### src/fpc_regs.svh
`ifndef FPC_REGS_SVH
`define FPC_REGS_SVH
`define FPC_NUM_SLOTS 14
`define FPC_SLOT_MIN 4'h1
`define FPC_SLOT_MAX 4'he
`define FPC_FN_CLEAR 5'h01
`define FPC_FN_RSV_LO 5'h02
`define FPC_FN_RSV_HI 5'h08
`define FPC_FN_LOCK 5'h09
`define FPC_FN_SETPW 5'h0a
`define FPC_FN_ALIGN_LO 5'h0b
`define FPC_FN_ALIGN_HI 5'h0e
`define FPC_FN_FWUPD 5'h0f
`define FPC_FN_FACTORY 5'h10
`define FPC_PW_DEFAULT 16'h0000
`define FPC_FLASH_MS 250
`define FPC_CLK_MHZ 50
`define FPC_FLASH_CYC (`FPC_FLASH_MS * 1000 * `FPC_CLK_MHZ)
`define FPC_SEQ_MS 500
`define FPC_SEQ_CYC (`FPC_SEQ_MS * 1000 * `FPC_CLK_MHZ)
`endif

### src/fpc_pkg.sv
package fpc_pkg;
  typedef enum logic [2:0] {
    FPC_TYPE_NONE,
    FPC_TYPE_RS232,
    FPC_TYPE_MIDI_IN,
    FPC_TYPE_MIDI_OUT,
    FPC_TYPE_GPIO_IN,
    FPC_TYPE_GPIO_OUT
  } fpc_type_e;
  typedef logic [3:0] fpc_slot_t;
  typedef logic [3:0] fpc_digit_t;
  function automatic logic fpc_is_input(input fpc_type_e t);
    fpc_is_input = (t == FPC_TYPE_RS232) || (t == FPC_TYPE_MIDI_IN) || (t == FPC_TYPE_GPIO_IN);
  endfunction : fpc_is_input
endpackage : fpc_pkg

### src/fpc_pw_if.sv
`timescale 1ns/10ps
interface fpc_pw_if;
  logic clear;
  logic push;
  fpc_pkg::fpc_digit_t digit;
  logic store;
  logic restore;
  logic match;
  logic [15:0] stored;
  modport ctl(output clear, output push, output digit, output store, output restore,
              input match, input stored);
  modport pw(input clear, input push, input digit, input store, input restore,
             output match, output stored);
endinterface : fpc_pw_if

### src/fpc_password.sv
`timescale 1ns/10ps
`include "fpc_regs.svh"
module fpc_password (
  input wire logic i_clk,
  input wire logic i_rst_b,
  fpc_pw_if.pw pw
);
  logic [15:0] entry_ff;
  logic [15:0] stored_ff;
  logic [2:0] cnt_ff;
  // Only the last four digits are kept; older presses shift out.
  always_ff @(posedge i_clk or negedge i_rst_b) begin
    if (!i_rst_b) begin
      entry_ff <= 16'h0000;
      cnt_ff <= 3'h0;
    end else if (pw.clear) begin
      entry_ff <= 16'h0000;
      cnt_ff <= 3'h0;
    end else if (pw.push) begin
      entry_ff <= {entry_ff[11:0], pw.digit};
      if (cnt_ff != 3'h4) begin
        cnt_ff <= cnt_ff + 3'h1;
      end
    end
  end
  // Digits are stored as button number minus one, so the default is button one four times.
  always_ff @(posedge i_clk or negedge i_rst_b) begin
    if (!i_rst_b) begin
      stored_ff <= `FPC_PW_DEFAULT;
    end else if (pw.restore) begin
      stored_ff <= `FPC_PW_DEFAULT;
    end else if (pw.store && cnt_ff == 3'h4) begin
      stored_ff <= entry_ff;
    end
  end
  assign pw.match = (cnt_ff == 3'h4) && (entry_ff == stored_ff);
  assign pw.stored = stored_ff;
endmodule : fpc_password

### src/fpc_panel.sv
`timescale 1ns/10ps
`include "fpc_regs.svh"
module fpc_panel #(
  parameter int NUM_SLOTS = `FPC_NUM_SLOTS,
  parameter int FLASH_CYC = `FPC_FLASH_CYC,
  parameter int SEQ_CYC = `FPC_SEQ_CYC
) (
  input wire logic i_clk,
  input wire logic i_rst_b,
  input wire logic i_btn_inc,
  input wire logic i_btn_dec,
  input wire logic i_btn_type,
  input wire logic i_btn_enter,
  input wire logic i_btn_cancel,
  input wire logic i_btn_function,
  input wire logic i_btn_other,
  input wire logic i_chan_press,
  input wire logic [3:0] i_chan_num,
  input wire logic i_is_controller,
  input wire logic i_managed,
  input wire logic i_edit_locked,
  input wire logic [NUM_SLOTS-1:0] i_net_in_use,
  input wire logic [3*NUM_SLOTS-1:0] i_net_type,
  output logic [3:0] o_slot_disp,
  output logic o_in_use_led,
  output logic [4:0] o_type_led,
  output logic o_enter_cancel_led,
  output logic o_function_led,
  output logic o_type_list_flash,
  output logic o_chan_flash,
  output logic o_warn_pattern,
  output logic o_meter_red_seq,
  output logic o_meter_green_seq,
  output logic o_lock_led,
  output logic o_net_locked,
  output logic o_assign_req,
  output logic o_release_req,
  output logic [3:0] o_req_slot,
  output logic [2:0] o_req_type,
  output logic o_clear_req,
  output logic o_fn_req,
  output logic [4:0] o_fn_num,
  output logic o_fn_refused
);
  typedef enum logic [2:0] {
    FPC_IDLE,
    FPC_TYPE_SEL,
    FPC_FN_WAIT,
    FPC_FN_ARMED,
    FPC_PW_ENTRY
  } fpc_state_e;
  fpc_state_e state_ff;
  fpc_pkg::fpc_slot_t slot_ff;
  fpc_pkg::fpc_type_e sel_ff;
  logic [4:0] fn_ff;
  logic locked_ff;
  logic flash_ff;
  logic [31:0] flash_cnt_ff;
  logic [31:0] seq_cnt_ff;
  logic red_ff;
  logic green_ff;
  logic [5:0] evt_ff;
  logic [3:0] req_slot_ff;
  logic [2:0] req_type_ff;
  logic [4:0] fn_num_ff;
  logic [NUM_SLOTS-1:0] own_in_ff;
  fpc_pw_if pwb ();
  fpc_password u_pw (
    .i_clk(i_clk),
    .i_rst_b(i_rst_b),
    .pw(pwb.pw)
  );
  logic [3:0] idx;
  logic slot_used;
  fpc_pkg::fpc_type_e slot_type;
  logic panel_frozen;
  logic abort_fn;
  logic [4:0] chan_fn;
  fpc_pkg::fpc_type_e nxt_sel;
  assign idx = slot_ff - 4'h1;
  assign slot_used = i_net_in_use[idx];
  assign slot_type = fpc_pkg::fpc_type_e'(i_net_type[3*idx +: 3]);
  assign panel_frozen = i_edit_locked || i_managed || locked_ff;
  assign chan_fn = {1'b0, i_chan_num} + 5'h01;
  assign abort_fn = i_btn_cancel || i_btn_other || i_btn_inc || i_btn_dec || i_btn_type;
  // Selector cycles through none and the five types; a held input slot only offers its own type.
  always_comb begin
    nxt_sel = fpc_pkg::FPC_TYPE_NONE;
    if (slot_used && fpc_pkg::fpc_is_input(slot_type) && !own_in_ff[idx]) begin
      nxt_sel = (sel_ff == fpc_pkg::FPC_TYPE_NONE) ? slot_type : fpc_pkg::FPC_TYPE_NONE;
    end else if (slot_used && own_in_ff[idx]) begin
      nxt_sel = (sel_ff == fpc_pkg::FPC_TYPE_NONE) ? slot_type : fpc_pkg::FPC_TYPE_NONE;
    end else begin
      unique case (sel_ff)
        fpc_pkg::FPC_TYPE_NONE: nxt_sel = fpc_pkg::FPC_TYPE_RS232;
        fpc_pkg::FPC_TYPE_RS232: nxt_sel = fpc_pkg::FPC_TYPE_MIDI_IN;
        fpc_pkg::FPC_TYPE_MIDI_IN: nxt_sel = fpc_pkg::FPC_TYPE_MIDI_OUT;
        fpc_pkg::FPC_TYPE_MIDI_OUT: nxt_sel = fpc_pkg::FPC_TYPE_GPIO_IN;
        fpc_pkg::FPC_TYPE_GPIO_IN: nxt_sel = fpc_pkg::FPC_TYPE_GPIO_OUT;
        fpc_pkg::FPC_TYPE_GPIO_OUT: nxt_sel = fpc_pkg::FPC_TYPE_NONE;
        default: nxt_sel = fpc_pkg::FPC_TYPE_NONE;
      endcase
    end
  end
  always_ff @(posedge i_clk or negedge i_rst_b) begin
    if (!i_rst_b) begin
      slot_ff <= `FPC_SLOT_MIN;
    end else if (i_btn_inc) begin
      // Stepping works in every state so the display never ignores a press; menus still abort.
      slot_ff <= (slot_ff == `FPC_SLOT_MAX) ? `FPC_SLOT_MIN : slot_ff + 4'h1;
    end else if (i_btn_dec) begin
      slot_ff <= (slot_ff == `FPC_SLOT_MIN) ? `FPC_SLOT_MAX : slot_ff - 4'h1;
    end
  end
  logic enter_fn_ok;
  always_comb begin
    enter_fn_ok = 1'b0;
    if (fn_ff == `FPC_FN_CLEAR) begin
      enter_fn_ok = !locked_ff && !i_managed && !i_edit_locked;
    end else if (fn_ff == `FPC_FN_LOCK) begin
      enter_fn_ok = i_is_controller && !locked_ff;
    end else if (fn_ff >= `FPC_FN_RSV_LO && fn_ff <= `FPC_FN_RSV_HI) begin
      enter_fn_ok = 1'b0;
    end else begin
      enter_fn_ok = 1'b1;
    end
  end
  always_ff @(posedge i_clk or negedge i_rst_b) begin
    if (!i_rst_b) begin
      state_ff <= FPC_IDLE;
      sel_ff <= fpc_pkg::FPC_TYPE_NONE;
      fn_ff <= 5'h00;
    end else begin
      unique case (state_ff)
        FPC_IDLE: begin
          if (i_btn_function) begin
            state_ff <= FPC_FN_WAIT;
          end else if (i_btn_type && !panel_frozen) begin
            sel_ff <= nxt_sel;
            state_ff <= FPC_TYPE_SEL;
          end
        end
        FPC_TYPE_SEL: begin
          if (i_btn_type) begin
            sel_ff <= nxt_sel;
          end else if (i_btn_function) begin
            state_ff <= FPC_FN_WAIT;
            sel_ff <= fpc_pkg::FPC_TYPE_NONE;
          end else if (i_btn_enter || i_btn_cancel || i_btn_inc || i_btn_dec) begin
            state_ff <= FPC_IDLE;
            sel_ff <= fpc_pkg::FPC_TYPE_NONE;
          end
        end
        FPC_FN_WAIT: begin
          if (abort_fn || i_btn_function || i_btn_enter) begin
            state_ff <= FPC_IDLE;
          end else if (i_chan_press) begin
            fn_ff <= chan_fn;
            state_ff <= FPC_FN_ARMED;
          end
        end
        FPC_FN_ARMED: begin
          if (abort_fn || i_btn_function || i_chan_press) begin
            state_ff <= FPC_IDLE;
          end else if (i_btn_enter) begin
            state_ff <= (fn_ff == `FPC_FN_SETPW || (fn_ff == `FPC_FN_LOCK && locked_ff)) ?
                        FPC_PW_ENTRY : FPC_IDLE;
          end
        end
        FPC_PW_ENTRY: begin
          if (abort_fn || i_btn_enter || i_btn_function) begin
            state_ff <= FPC_IDLE;
          end
        end
      endcase
    end
  end
  // Keypad digits go to the password store; the shifter keeps only the newest four.
  assign pwb.clear = (state_ff == FPC_FN_ARMED) && i_btn_enter;
  assign pwb.push = (state_ff == FPC_PW_ENTRY) && i_chan_press;
  assign pwb.digit = i_chan_num;
  assign pwb.store = (state_ff == FPC_PW_ENTRY) && i_btn_enter && fn_ff == `FPC_FN_SETPW
                     && !locked_ff;
  assign pwb.restore = (state_ff == FPC_FN_ARMED) && i_btn_enter && fn_ff == `FPC_FN_FACTORY;
  always_ff @(posedge i_clk or negedge i_rst_b) begin
    if (!i_rst_b) begin
      locked_ff <= 1'b0;
    end else if (state_ff == FPC_FN_ARMED && i_btn_enter && fn_ff == `FPC_FN_LOCK
                 && enter_fn_ok) begin
      locked_ff <= 1'b1;
    end else if (state_ff == FPC_PW_ENTRY && i_btn_enter && fn_ff == `FPC_FN_LOCK
                 && pwb.match && i_is_controller) begin
      locked_ff <= 1'b0;
    end
  end
  // Local record of input slots this module claimed, so only it may release them.
  logic commit;
  assign commit = (state_ff == FPC_TYPE_SEL) && i_btn_enter;
  always_ff @(posedge i_clk or negedge i_rst_b) begin
    if (!i_rst_b) begin
      own_in_ff <= '0;
    end else if (pwb.restore || (state_ff == FPC_FN_ARMED && i_btn_enter
                 && fn_ff == `FPC_FN_CLEAR && enter_fn_ok)) begin
      own_in_ff <= '0;
    end else if (commit && sel_ff == fpc_pkg::FPC_TYPE_NONE && own_in_ff[idx]) begin
      own_in_ff[idx] <= 1'b0;
    end else if (commit && fpc_pkg::fpc_is_input(sel_ff) && !slot_used) begin
      own_in_ff[idx] <= 1'b1;
    end
  end
  always_ff @(posedge i_clk or negedge i_rst_b) begin
    if (!i_rst_b) begin
      evt_ff <= 6'h00;
      req_slot_ff <= 4'h0;
      req_type_ff <= 3'h0;
      fn_num_ff <= 5'h00;
    end else begin
      evt_ff <= 6'h00;
      if (commit && sel_ff == fpc_pkg::FPC_TYPE_NONE && own_in_ff[idx]) begin
        evt_ff[1] <= 1'b1;
        req_slot_ff <= slot_ff;
      end else if (commit && sel_ff != fpc_pkg::FPC_TYPE_NONE &&
                   (!slot_used || !fpc_pkg::fpc_is_input(sel_ff))) begin
        evt_ff[0] <= 1'b1;
        req_slot_ff <= slot_ff;
        req_type_ff <= sel_ff;
      end
      if (state_ff == FPC_FN_ARMED && i_btn_enter) begin
        fn_num_ff <= fn_ff;
        if (!enter_fn_ok) begin
          evt_ff[3] <= 1'b1;
        end else if (fn_ff == `FPC_FN_CLEAR) begin
          evt_ff[2] <= 1'b1;
        end else if (fn_ff != `FPC_FN_LOCK && fn_ff != `FPC_FN_SETPW) begin
          evt_ff[4] <= 1'b1;
        end
      end
    end
  end
  // Slow blink and meter sequence timers share nothing so a lock animation survives menu exits.
  always_ff @(posedge i_clk or negedge i_rst_b) begin
    if (!i_rst_b) begin
      flash_cnt_ff <= 32'h0;
      flash_ff <= 1'b0;
    end else if (flash_cnt_ff >= 32'(FLASH_CYC - 1)) begin
      flash_cnt_ff <= 32'h0;
      flash_ff <= ~flash_ff;
    end else begin
      flash_cnt_ff <= flash_cnt_ff + 32'h1;
    end
  end
  always_ff @(posedge i_clk or negedge i_rst_b) begin
    if (!i_rst_b) begin
      seq_cnt_ff <= 32'h0;
      red_ff <= 1'b0;
      green_ff <= 1'b0;
    end else if (state_ff == FPC_FN_ARMED && i_btn_enter && fn_ff == `FPC_FN_LOCK
                 && enter_fn_ok) begin
      seq_cnt_ff <= 32'(SEQ_CYC);
      red_ff <= 1'b1;
      green_ff <= 1'b0;
    end else if (state_ff == FPC_PW_ENTRY && i_btn_enter && fn_ff == `FPC_FN_LOCK
                 && pwb.match && i_is_controller) begin
      seq_cnt_ff <= 32'(SEQ_CYC);
      red_ff <= 1'b0;
      green_ff <= 1'b1;
    end else if (seq_cnt_ff != 32'h0) begin
      seq_cnt_ff <= seq_cnt_ff - 32'h1;
    end else begin
      red_ff <= 1'b0;
      green_ff <= 1'b0;
    end
  end
  always_comb begin
    o_type_led = 5'h00;
    unique case (sel_ff)
      fpc_pkg::FPC_TYPE_RS232: o_type_led = 5'h01;
      fpc_pkg::FPC_TYPE_MIDI_IN: o_type_led = 5'h02;
      fpc_pkg::FPC_TYPE_MIDI_OUT: o_type_led = 5'h04;
      fpc_pkg::FPC_TYPE_GPIO_IN: o_type_led = 5'h08;
      fpc_pkg::FPC_TYPE_GPIO_OUT: o_type_led = 5'h10;
      default: o_type_led = 5'h00;
    endcase
  end
  assign o_slot_disp = slot_ff;
  assign o_in_use_led = slot_used && fpc_pkg::fpc_is_input(slot_type);
  assign o_enter_cancel_led = flash_ff && state_ff != FPC_IDLE;
  assign o_function_led = (state_ff == FPC_FN_WAIT || state_ff == FPC_FN_ARMED
                           || state_ff == FPC_PW_ENTRY);
  assign o_type_list_flash = flash_ff && state_ff == FPC_FN_ARMED && fn_ff == `FPC_FN_CLEAR;
  assign o_chan_flash = flash_ff && state_ff == FPC_FN_ARMED && fn_ff == `FPC_FN_CLEAR;
  assign o_warn_pattern = flash_ff && state_ff == FPC_FN_ARMED && fn_ff == `FPC_FN_LOCK;
  assign o_meter_red_seq = red_ff;
  assign o_meter_green_seq = green_ff;
  assign o_lock_led = locked_ff;
  assign o_net_locked = locked_ff;
  assign o_assign_req = evt_ff[0];
  assign o_release_req = evt_ff[1];
  assign o_clear_req = evt_ff[2];
  assign o_fn_refused = evt_ff[3];
  assign o_fn_req = evt_ff[4];
  assign o_req_slot = req_slot_ff;
  assign o_req_type = req_type_ff;
  assign o_fn_num = fn_num_ff;
endmodule : fpc_panel

### config.mk
export PLATFORM = sky130hd
export DESIGN_NAME = fpc_panel
export DESIGN_NICKNAME = d
export VERILOG_FILES = /design/src/fpc_pkg.sv /design/src/fpc_pw_if.sv /design/src/fpc_password.sv /design/src/fpc_panel.sv
export VERILOG_INCLUDE_DIRS = /design/src
export SDC_FILE = /design/constraint.sdc
export NUM_CORES = 1
export LEC_CHECK = 0
export BUFFER_PORTS_ARGS = -buffer_cell sky130_fd_sc_hd__buf_2
export CAP_MARGIN = 20
export CELL_PAD_IN_SITES_DETAIL_PLACEMENT = 0
export CELL_PAD_IN_SITES_GLOBAL_PLACEMENT = 1
export CORE_UTILIZATION = 40
export DETAILED_ROUTE_END_ITERATION = 10
export PLACE_DENSITY = 0.77
export SLEW_MARGIN = 25
export SYNTH_ARGS = -nofsm -noshare
export SYNTH_HDL_FRONTEND = slang
export SYNTH_SLANG_ARGS = --single-unit
### constraint.sdc
create_clock -name i_clk -period 5.35 [get_ports i_clk]
set_input_delay 0.2675 -clock i_clk [delete_from_list [all_inputs] [get_ports i_clk]]
set_output_delay 0.2675 -clock i_clk [all_outputs]
set_load 0.005 [all_outputs]
* Word-level counts from Yosys, hierarchy flattened
Cells that the tools add are included.
Word-level totals: register bits 149, logic and storage cells 224, bits of input ports 73, output and inout port bits 36
Cells by class: $add $sub $neg 6, reductions and logical operators 86, shifts and indexed selects 1, multipliers 1, muxes and demuxes 68, equal/unequal tests 33, bitwise operators 6, order comparisons 5
Operator list (number):
- two-way mux 32 bit | 4
- two-way mux 3 bit | 22
- two-way mux 16 bit | 4
- two-way mux 14 bit | 3
- indexed part select 42 x 7 -> 3 bit | 1
- logical AND 1 bit | 37
- adder 32 x 1 -> 32 bit (second input constant) | 1
- greater-or-equal comparator 32 x 24 -> 1 bit (second input constant) | 1
- nonzero test 32 bit | 1
- subtractor 32 x 1 -> 32 bit (second input constant) | 1
- case mux 3 bit (5 select lines) | 2
- case mux 5 bit (5 select lines) | 1
- two-way mux 4 bit | 6
- logical OR 1 bit | 23
- two-way mux 1 bit | 22
- inequality test 3 bit (second input constant) | 6
- equality test 16 bit | 1
- equality test 3 x 2 -> 1 bit (second input constant) | 5
- equality test 3 bit (second input constant) | 5
- AND 14 bit | 1
- NOT 14 bit | 1
- OR 14 bit | 1
- nonzero test 2 bit | 7
- nonzero test 3 bit | 4
- 28 further kinds | 46

* Logic depth before layout (Yosys ltp)
depth after elaboration 12, gate-level depth with buffers 15

* Modules after synthesis
From an unflattened synthesis, not the netlist that was laid out.
Unflattened totals: cells, all modules 776, area, all modules 7908.8 um^2
By module, submodules not included:
- fpc_panel | cells an instance 649, seq. area each 2854.0 um^2, area each 6347.3 um^2, times used 1
- fpc_password | cells an instance 127, seq. area each 875.8 um^2, area each 1561.5 um^2, times used 1

* Worst setup path before layout
No wires, ideal clock.
kind reg-to-reg, start register slot_ff[0], in the netlist o_slot_disp[0], end register sel_ff[1], required time 5.246 ns, setup time 0.104 ns, stages on the path, launching flop included 14, period minus slack after synthesis 4.065 ns, arrival 3.961 ns, setup slack 1.285 ns, path through dfstp_2 buf_2 buf_2 buf_2 inv_1 ha_1 clkbuf_1 buf_2 mux4_2 mux4_2 or3_1 and3_1 o311a_1 o311ai_1
On the way: cells in the longest elaborated chain, start to end 12, elaborated cells on any way between the ends 23, those cells by class add/sub: 1; mul: 1; eq/ne: 3; shift: 1; mux: 11; reduce/logical: 6
RTL lines:
- start: declaration | line fpc_panel.sv:53 | fpc_pkg::fpc_slot_t slot_ff;
- start signal: assignment | line fpc_panel.sv:107 | slot_ff <= `FPC_SLOT_MIN;
- start signal: assignment | line fpc_panel.sv:110 | slot_ff <= (slot_ff == `FPC_SLOT_MAX) ? `FPC_SLOT_MIN : slot_ff + 4'h1;
- start signal: assignment | line fpc_panel.sv:112 | slot_ff <= (slot_ff == `FPC_SLOT_MIN) ? `FPC_SLOT_MAX : slot_ff - 4'h1;
- subtractor 4 x 1 -> 4 bit * | line fpc_panel.sv:80 | assign idx = slot_ff - 4'h1;
- multiplier 2 x 4 -> 6 bit | line fpc_panel.sv:82 | assign slot_type = fpc_pkg::fpc_type_e'(i_net_type[3*idx +: 3]);
- indexed part select 42 x 7 -> 3 bit | line fpc_panel.sv:82
- equality test 3 x 1 -> 1 bit / equality test 3 x 2 -> 1 bit (equally long branches) | line fpc_pkg.sv:13 | fpc_is_input = (t == FPC_TYPE_RS232) || (t == FPC_TYPE_MIDI_IN) || (t == FPC_TYPE_GPIO_IN);
- logical OR 1 bit (2 in a row) | line fpc_pkg.sv:13
- logical AND 1 bit (2 in a row) | line fpc_panel.sv:89 | if (slot_used && fpc_pkg::fpc_is_input(slot_type) && !own_in_ff[idx]) begin
- two-way mux 3 bit * | line fpc_panel.sv:89
- two-way mux 3 bit | line fpc_panel.sv:138 | end else if (i_btn_type && !panel_frozen) begin
- two-way mux 3 bit | line fpc_panel.sv:136 | if (i_btn_function) begin
- case mux 3 bit (2 select lines) * | line fpc_panel.sv:134 | unique case (state_ff)
- end signal: assignment | line fpc_panel.sv:131 | sel_ff <= fpc_pkg::FPC_TYPE_NONE;
- end signal: assignment | line fpc_panel.sv:139 | sel_ff <= nxt_sel;
- end signal: assignment | line fpc_panel.sv:145 | sel_ff <= nxt_sel;
- end: declaration | line fpc_panel.sv:54 | fpc_pkg::fpc_type_e sel_ff;
Every way passes the cells marked *; elsewhere a longest branch is shown, timed or not. The select of a mux whose other input is x is not followed. A chain may end at the register's enable or synchronous reset.

* Worst setup path in the final report
start register slot_ff[1], in the netlist o_slot_disp[1], end output port o_in_use_led
On the way: cells in the longest elaborated chain, start to end 7, elaborated cells on any way between the ends 11, those cells by class add/sub: 1; mul: 1; eq/ne: 3; shift: 1; mux: 2; reduce/logical: 3
RTL lines:
- subtractor 4 x 1 -> 4 bit * | line fpc_panel.sv:80
- multiplier 2 x 4 -> 6 bit | line fpc_panel.sv:82
- indexed part select 42 x 7 -> 3 bit | line fpc_panel.sv:82
- equality test 3 x 1 -> 1 bit / equality test 3 x 2 -> 1 bit (equally long branches) | line fpc_pkg.sv:13
- logical OR 1 bit (2 in a row) | line fpc_pkg.sv:13
- logical AND 1 bit * | line fpc_panel.sv:286 | assign o_in_use_led = slot_used && fpc_pkg::fpc_is_input(slot_type);
- end: declaration | line fpc_panel.sv:25 | output logic o_in_use_led,
Marks and branches as above.

==> results.md <==
- Outcome: complete, but fails checks
- Failing checks: hold timing
- Crit-path max FO: 27
- Post-route setup slack: 1200 ps
- Global-route wire length before repair: 30.8 mm
- IO Port Bufs: 108
- Die Span Y: 144 um
- Yosys warnings: 0
- Yosys top cell by area: dfrtp_1
- Full die area: between 20000 and 25000 sq um
- Hold Buf Count CTS: 0
- Setup Skew: 7.17 ps
- Setup TNS: 0 ps
- Via density: 5.41
- Fin nets: 1012
- Worst slew pin tran: 936 ps
- Final HPWL DP: 13.0 mm
- Synth cell types: a little over 70
- Reg-to-reg slack, setup: 1300 ps
- Largest net degree at the start of global routing: 107
- Post-synthesis compound-gate area fraction: 0.121
- Root Buffer: clkbuf_16
- Clock sink total: about 150
- Critical path startpoint category: flip-flop
- Worst setup EP type: output port
- GPL Wtd Cong: 0.910
- Placed cells: 1172
- WP data required: ~5000 ps
- Final Max Slew Viols: 0
- Max Fclk: between 0.2 and 0.25 GHz
- Routed WL: 19.0 mm
- Synth top area share: 0.459
- Max_slew headroom: 0.375
- Routed Antenna Nets: 0
- Unrepaired setup endpoints after global routing: false
- Sequential area share after synthesis: 0.462
- Peak supply drop: 216 uV
- Number of diodes: 0
- Hold Path Class: in2async
- PwrDens: around 450 nW/um^2
- Area growth, synth to finish: 17.9%
- Xor and xnor fraction of the mapped netlist area: 0.0737
- Post-Synth Simple-Gate Area: 0.223
- Initial DRC Count: around 430
- Multiplexer share of the synthesized area: 0.0675
- GRT Resource Usage Total: 0.192
- Router iterations before antenna repair: 4
- Htree depth: 4
- I/O pins: 109
- Total global routing overflow: 0
- Avg Synthesized Cell Area: 9.83 sq um
- Worst r2r src: o_slot_disp[1]$_DFFE_PN0P_
- Final setup violating endpoints: 0
- Ys async rst share: 1.00
- Synth Flop Type: dfrtp_1
- Post-CTS setup buffers: 0
- Pre-CTS setup slack: 1310 ps
- Minimum clock period: about 4200 ps
- Reg clk slew, reported paths: 60 ps
- Die X: 144 um
- Wire per inst: 15.8 um
- Cells after Synth: 821
- #FFs+latches synth: 149
- Fin. Hold Viols: 65
- LEAKAGE: 4.14 nW
- # resized after CTS: 0
- Max-cap viol count: 0
- EDFF count, synth: 0
- Hold slack final: -62.3 ps
- Residual DRC: 0
- Post-Synth Adder-Cell Area: 0.0239
- Clk buf depth: 2
- Rows: 51
- Initial antenna violation count: 0
- Core area: roughly 20000 sq um
- Vias in the first global route: between 5000 and 6000
- Worst EP arrival: 3890 ps
- Overall via count from detail_route: about 6500
- Fin crit share: 0.777
- Num CTS Buffers: 17
- Post-Layout Cell Count: about 1200
- Area contributors post-synth: dfrtp_1 46%, nand2_1 4.7%, xnor2_1 4.1%
- Critical setup path kind: reg2out
- Worst R2R Path Depth: 10
- Largest family of logic cells by synthesized area: simple AND/OR/NAND/NOR gates
- Mapped Area: 8070 sq um
- Share of cells above drive strength 1: 0.210
- Clk_lat worst skew: 430 ps
- CTS tree: built
- RR Endpoint: own_in_ff[2]$_DFFE_PN0P_
- Initial core utilization: 0.412
==> report_power, final <==
part	total [W]	switching, W	internal (W)
combinational	0.00158	0.000903	0.000675
sequential	0.00144	0.000174	0.00127
clock	0.00126	0.000501	0.000756
total	0.00428	0.00158	0.00270
==> registers in the layout, indices dropped and copies added, names as in the netlist, 3 cells and up <==
name and flops:
evt_ff 5, flash_cnt_ff 32, fn_ff 5, o_fn_num 5, o_req_slot 4, o_req_type 3, o_slot_disp 4, own_in_ff 14
sel_ff 3, seq_cnt_ff 32, state_ff 3, u_pw.cnt_ff 3, u_pw.entry_ff 16, u_pw.pw.stored 16
==> per-stage QoR <==
step	cell area (sq um)	power [W]	hold slack, ps	utilization
4_1_cts	9510	0.00431	35.3	0.485
5_1_grt	9520	0.00454	41.3	0.486
3_3_place_gp	8890	0.00301	462	0.454
3_5_place_dp	8890	0.00303	461	0.454
6_report	9520	0.00428	-62.3	0.486
2_1_floorplan	8090	0.00256	-28.1	-
==> how the worst max path moves through the flow <==
stage / start / to / cells after the start
final: o_slot_disp[1]$_DFFE_PN0P_ / o_in_use_led / 8
after global routing: o_slot_disp[1]$_DFFE_PN0P_ / o_in_use_led / 8
after CTS: o_slot_disp[1]$_DFFE_PN0P_ / o_in_use_led / 8
after detailed placement: o_slot_disp[1]$_DFFE_PN0P_ / own_in_ff[2]$_DFFE_PN0P_ / 10
after global placement: o_slot_disp[1]$_DFFE_PN0P_ / own_in_ff[6]$_DFFE_PN0P_ / 10
after floorplan: o_slot_disp[0]$_DFFE_PN1P_ / sel_ff[1]$_DFFE_PN0P_ / 13
==> layout by cell type (no fill, tap or decap), drive strengths merged, types with 7 or more instances in the layout <==
cell	instances
nand3	49
nor3	26
xor2	29
a21boi	9
buf	117
o21ai	23
or4	9
nand2	100
nor4	17
a21oi	28
a221o	7
conb	8
xnor2	38
mux2	15
dfrtp	148
ha	13
nor2	84
inv	20
or3	12
a22o	17
and3	9
mux4	14
clkbuf	21
nand4	18
==> final cells by class <==
cell class | count | area (sq um)
repair buffers | 118 | 624
clock inverters | 12 | 168
multi-input cells | 625 | 4160
flip-flops and latches | 149 | 3730
inverters | 15 | 56.3
well taps | 265 | 332
fillers | 1873 | 10100
clock buffers | 20 | 447
==> synthesized netlist by cell type, types with 3 or more instances <==
cell      instances
a22o_1           17
nor4_1           15
ha_1             13
clkbuf_1         25
nand3_1          49
nand2_1         100
or2_2             4
nor3b_1           6
o31ai_1           4
mux4_2           14
nor2b_1           5
a31oi_1           3
xnor2_1          38
o41ai_1           3
mux2i_1           6
a21o_1            5
mux2_2           15
a221o_1           7
nand2b_1          3
nand3b_1          5
nor2_1           84
a32o_1            6
o21ai_0          23
and2_1            5
dfrtp_1         148
and3_1            9
a21oi_1          28
inv_1            15
a21boi_0          9
nor3_1           26
xor2_1           28
nand4b_1          4
buf_2            11
or4_1             8
maj3_1            3
or3_1            12
a311oi_1          3
nand4_1          18
==> cell families (layout without fill, tap and decap cells) <==
kind of cell / after synthesis / after routing
flip-flops: 149 / 149
buffers and inverters: 54 / 165
adder cells (fa/ha/maj): 16 / 16
AO/OA/AOI/OAI: 134 / 134
other: 1 / 8
XOR/XNOR: 67 / 67
AND/OR/NAND/NOR: 365 / 365
multiplexers: 35 / 35
==> worst max-delay path, cell delays in order, from the launching register on <==
cell and delay, ps:
dfrtp_1 530, inv_1 170, ha_1 930, mux4_2 420, mux4_2 550, or3_1 350
and3_1 180, o21ba_2 220, buf_2 120
==> metal layers <==
metal	global-route usage	share of wire	vias up
li1	-	-	3174
met1	0.276	0.49	3184
met2	0.293	0.46	139
met3	0.0328	0.039	19
met4	0.0610	0.012	0
met5	0	0	-
Power figures use the tool's default switching activity.
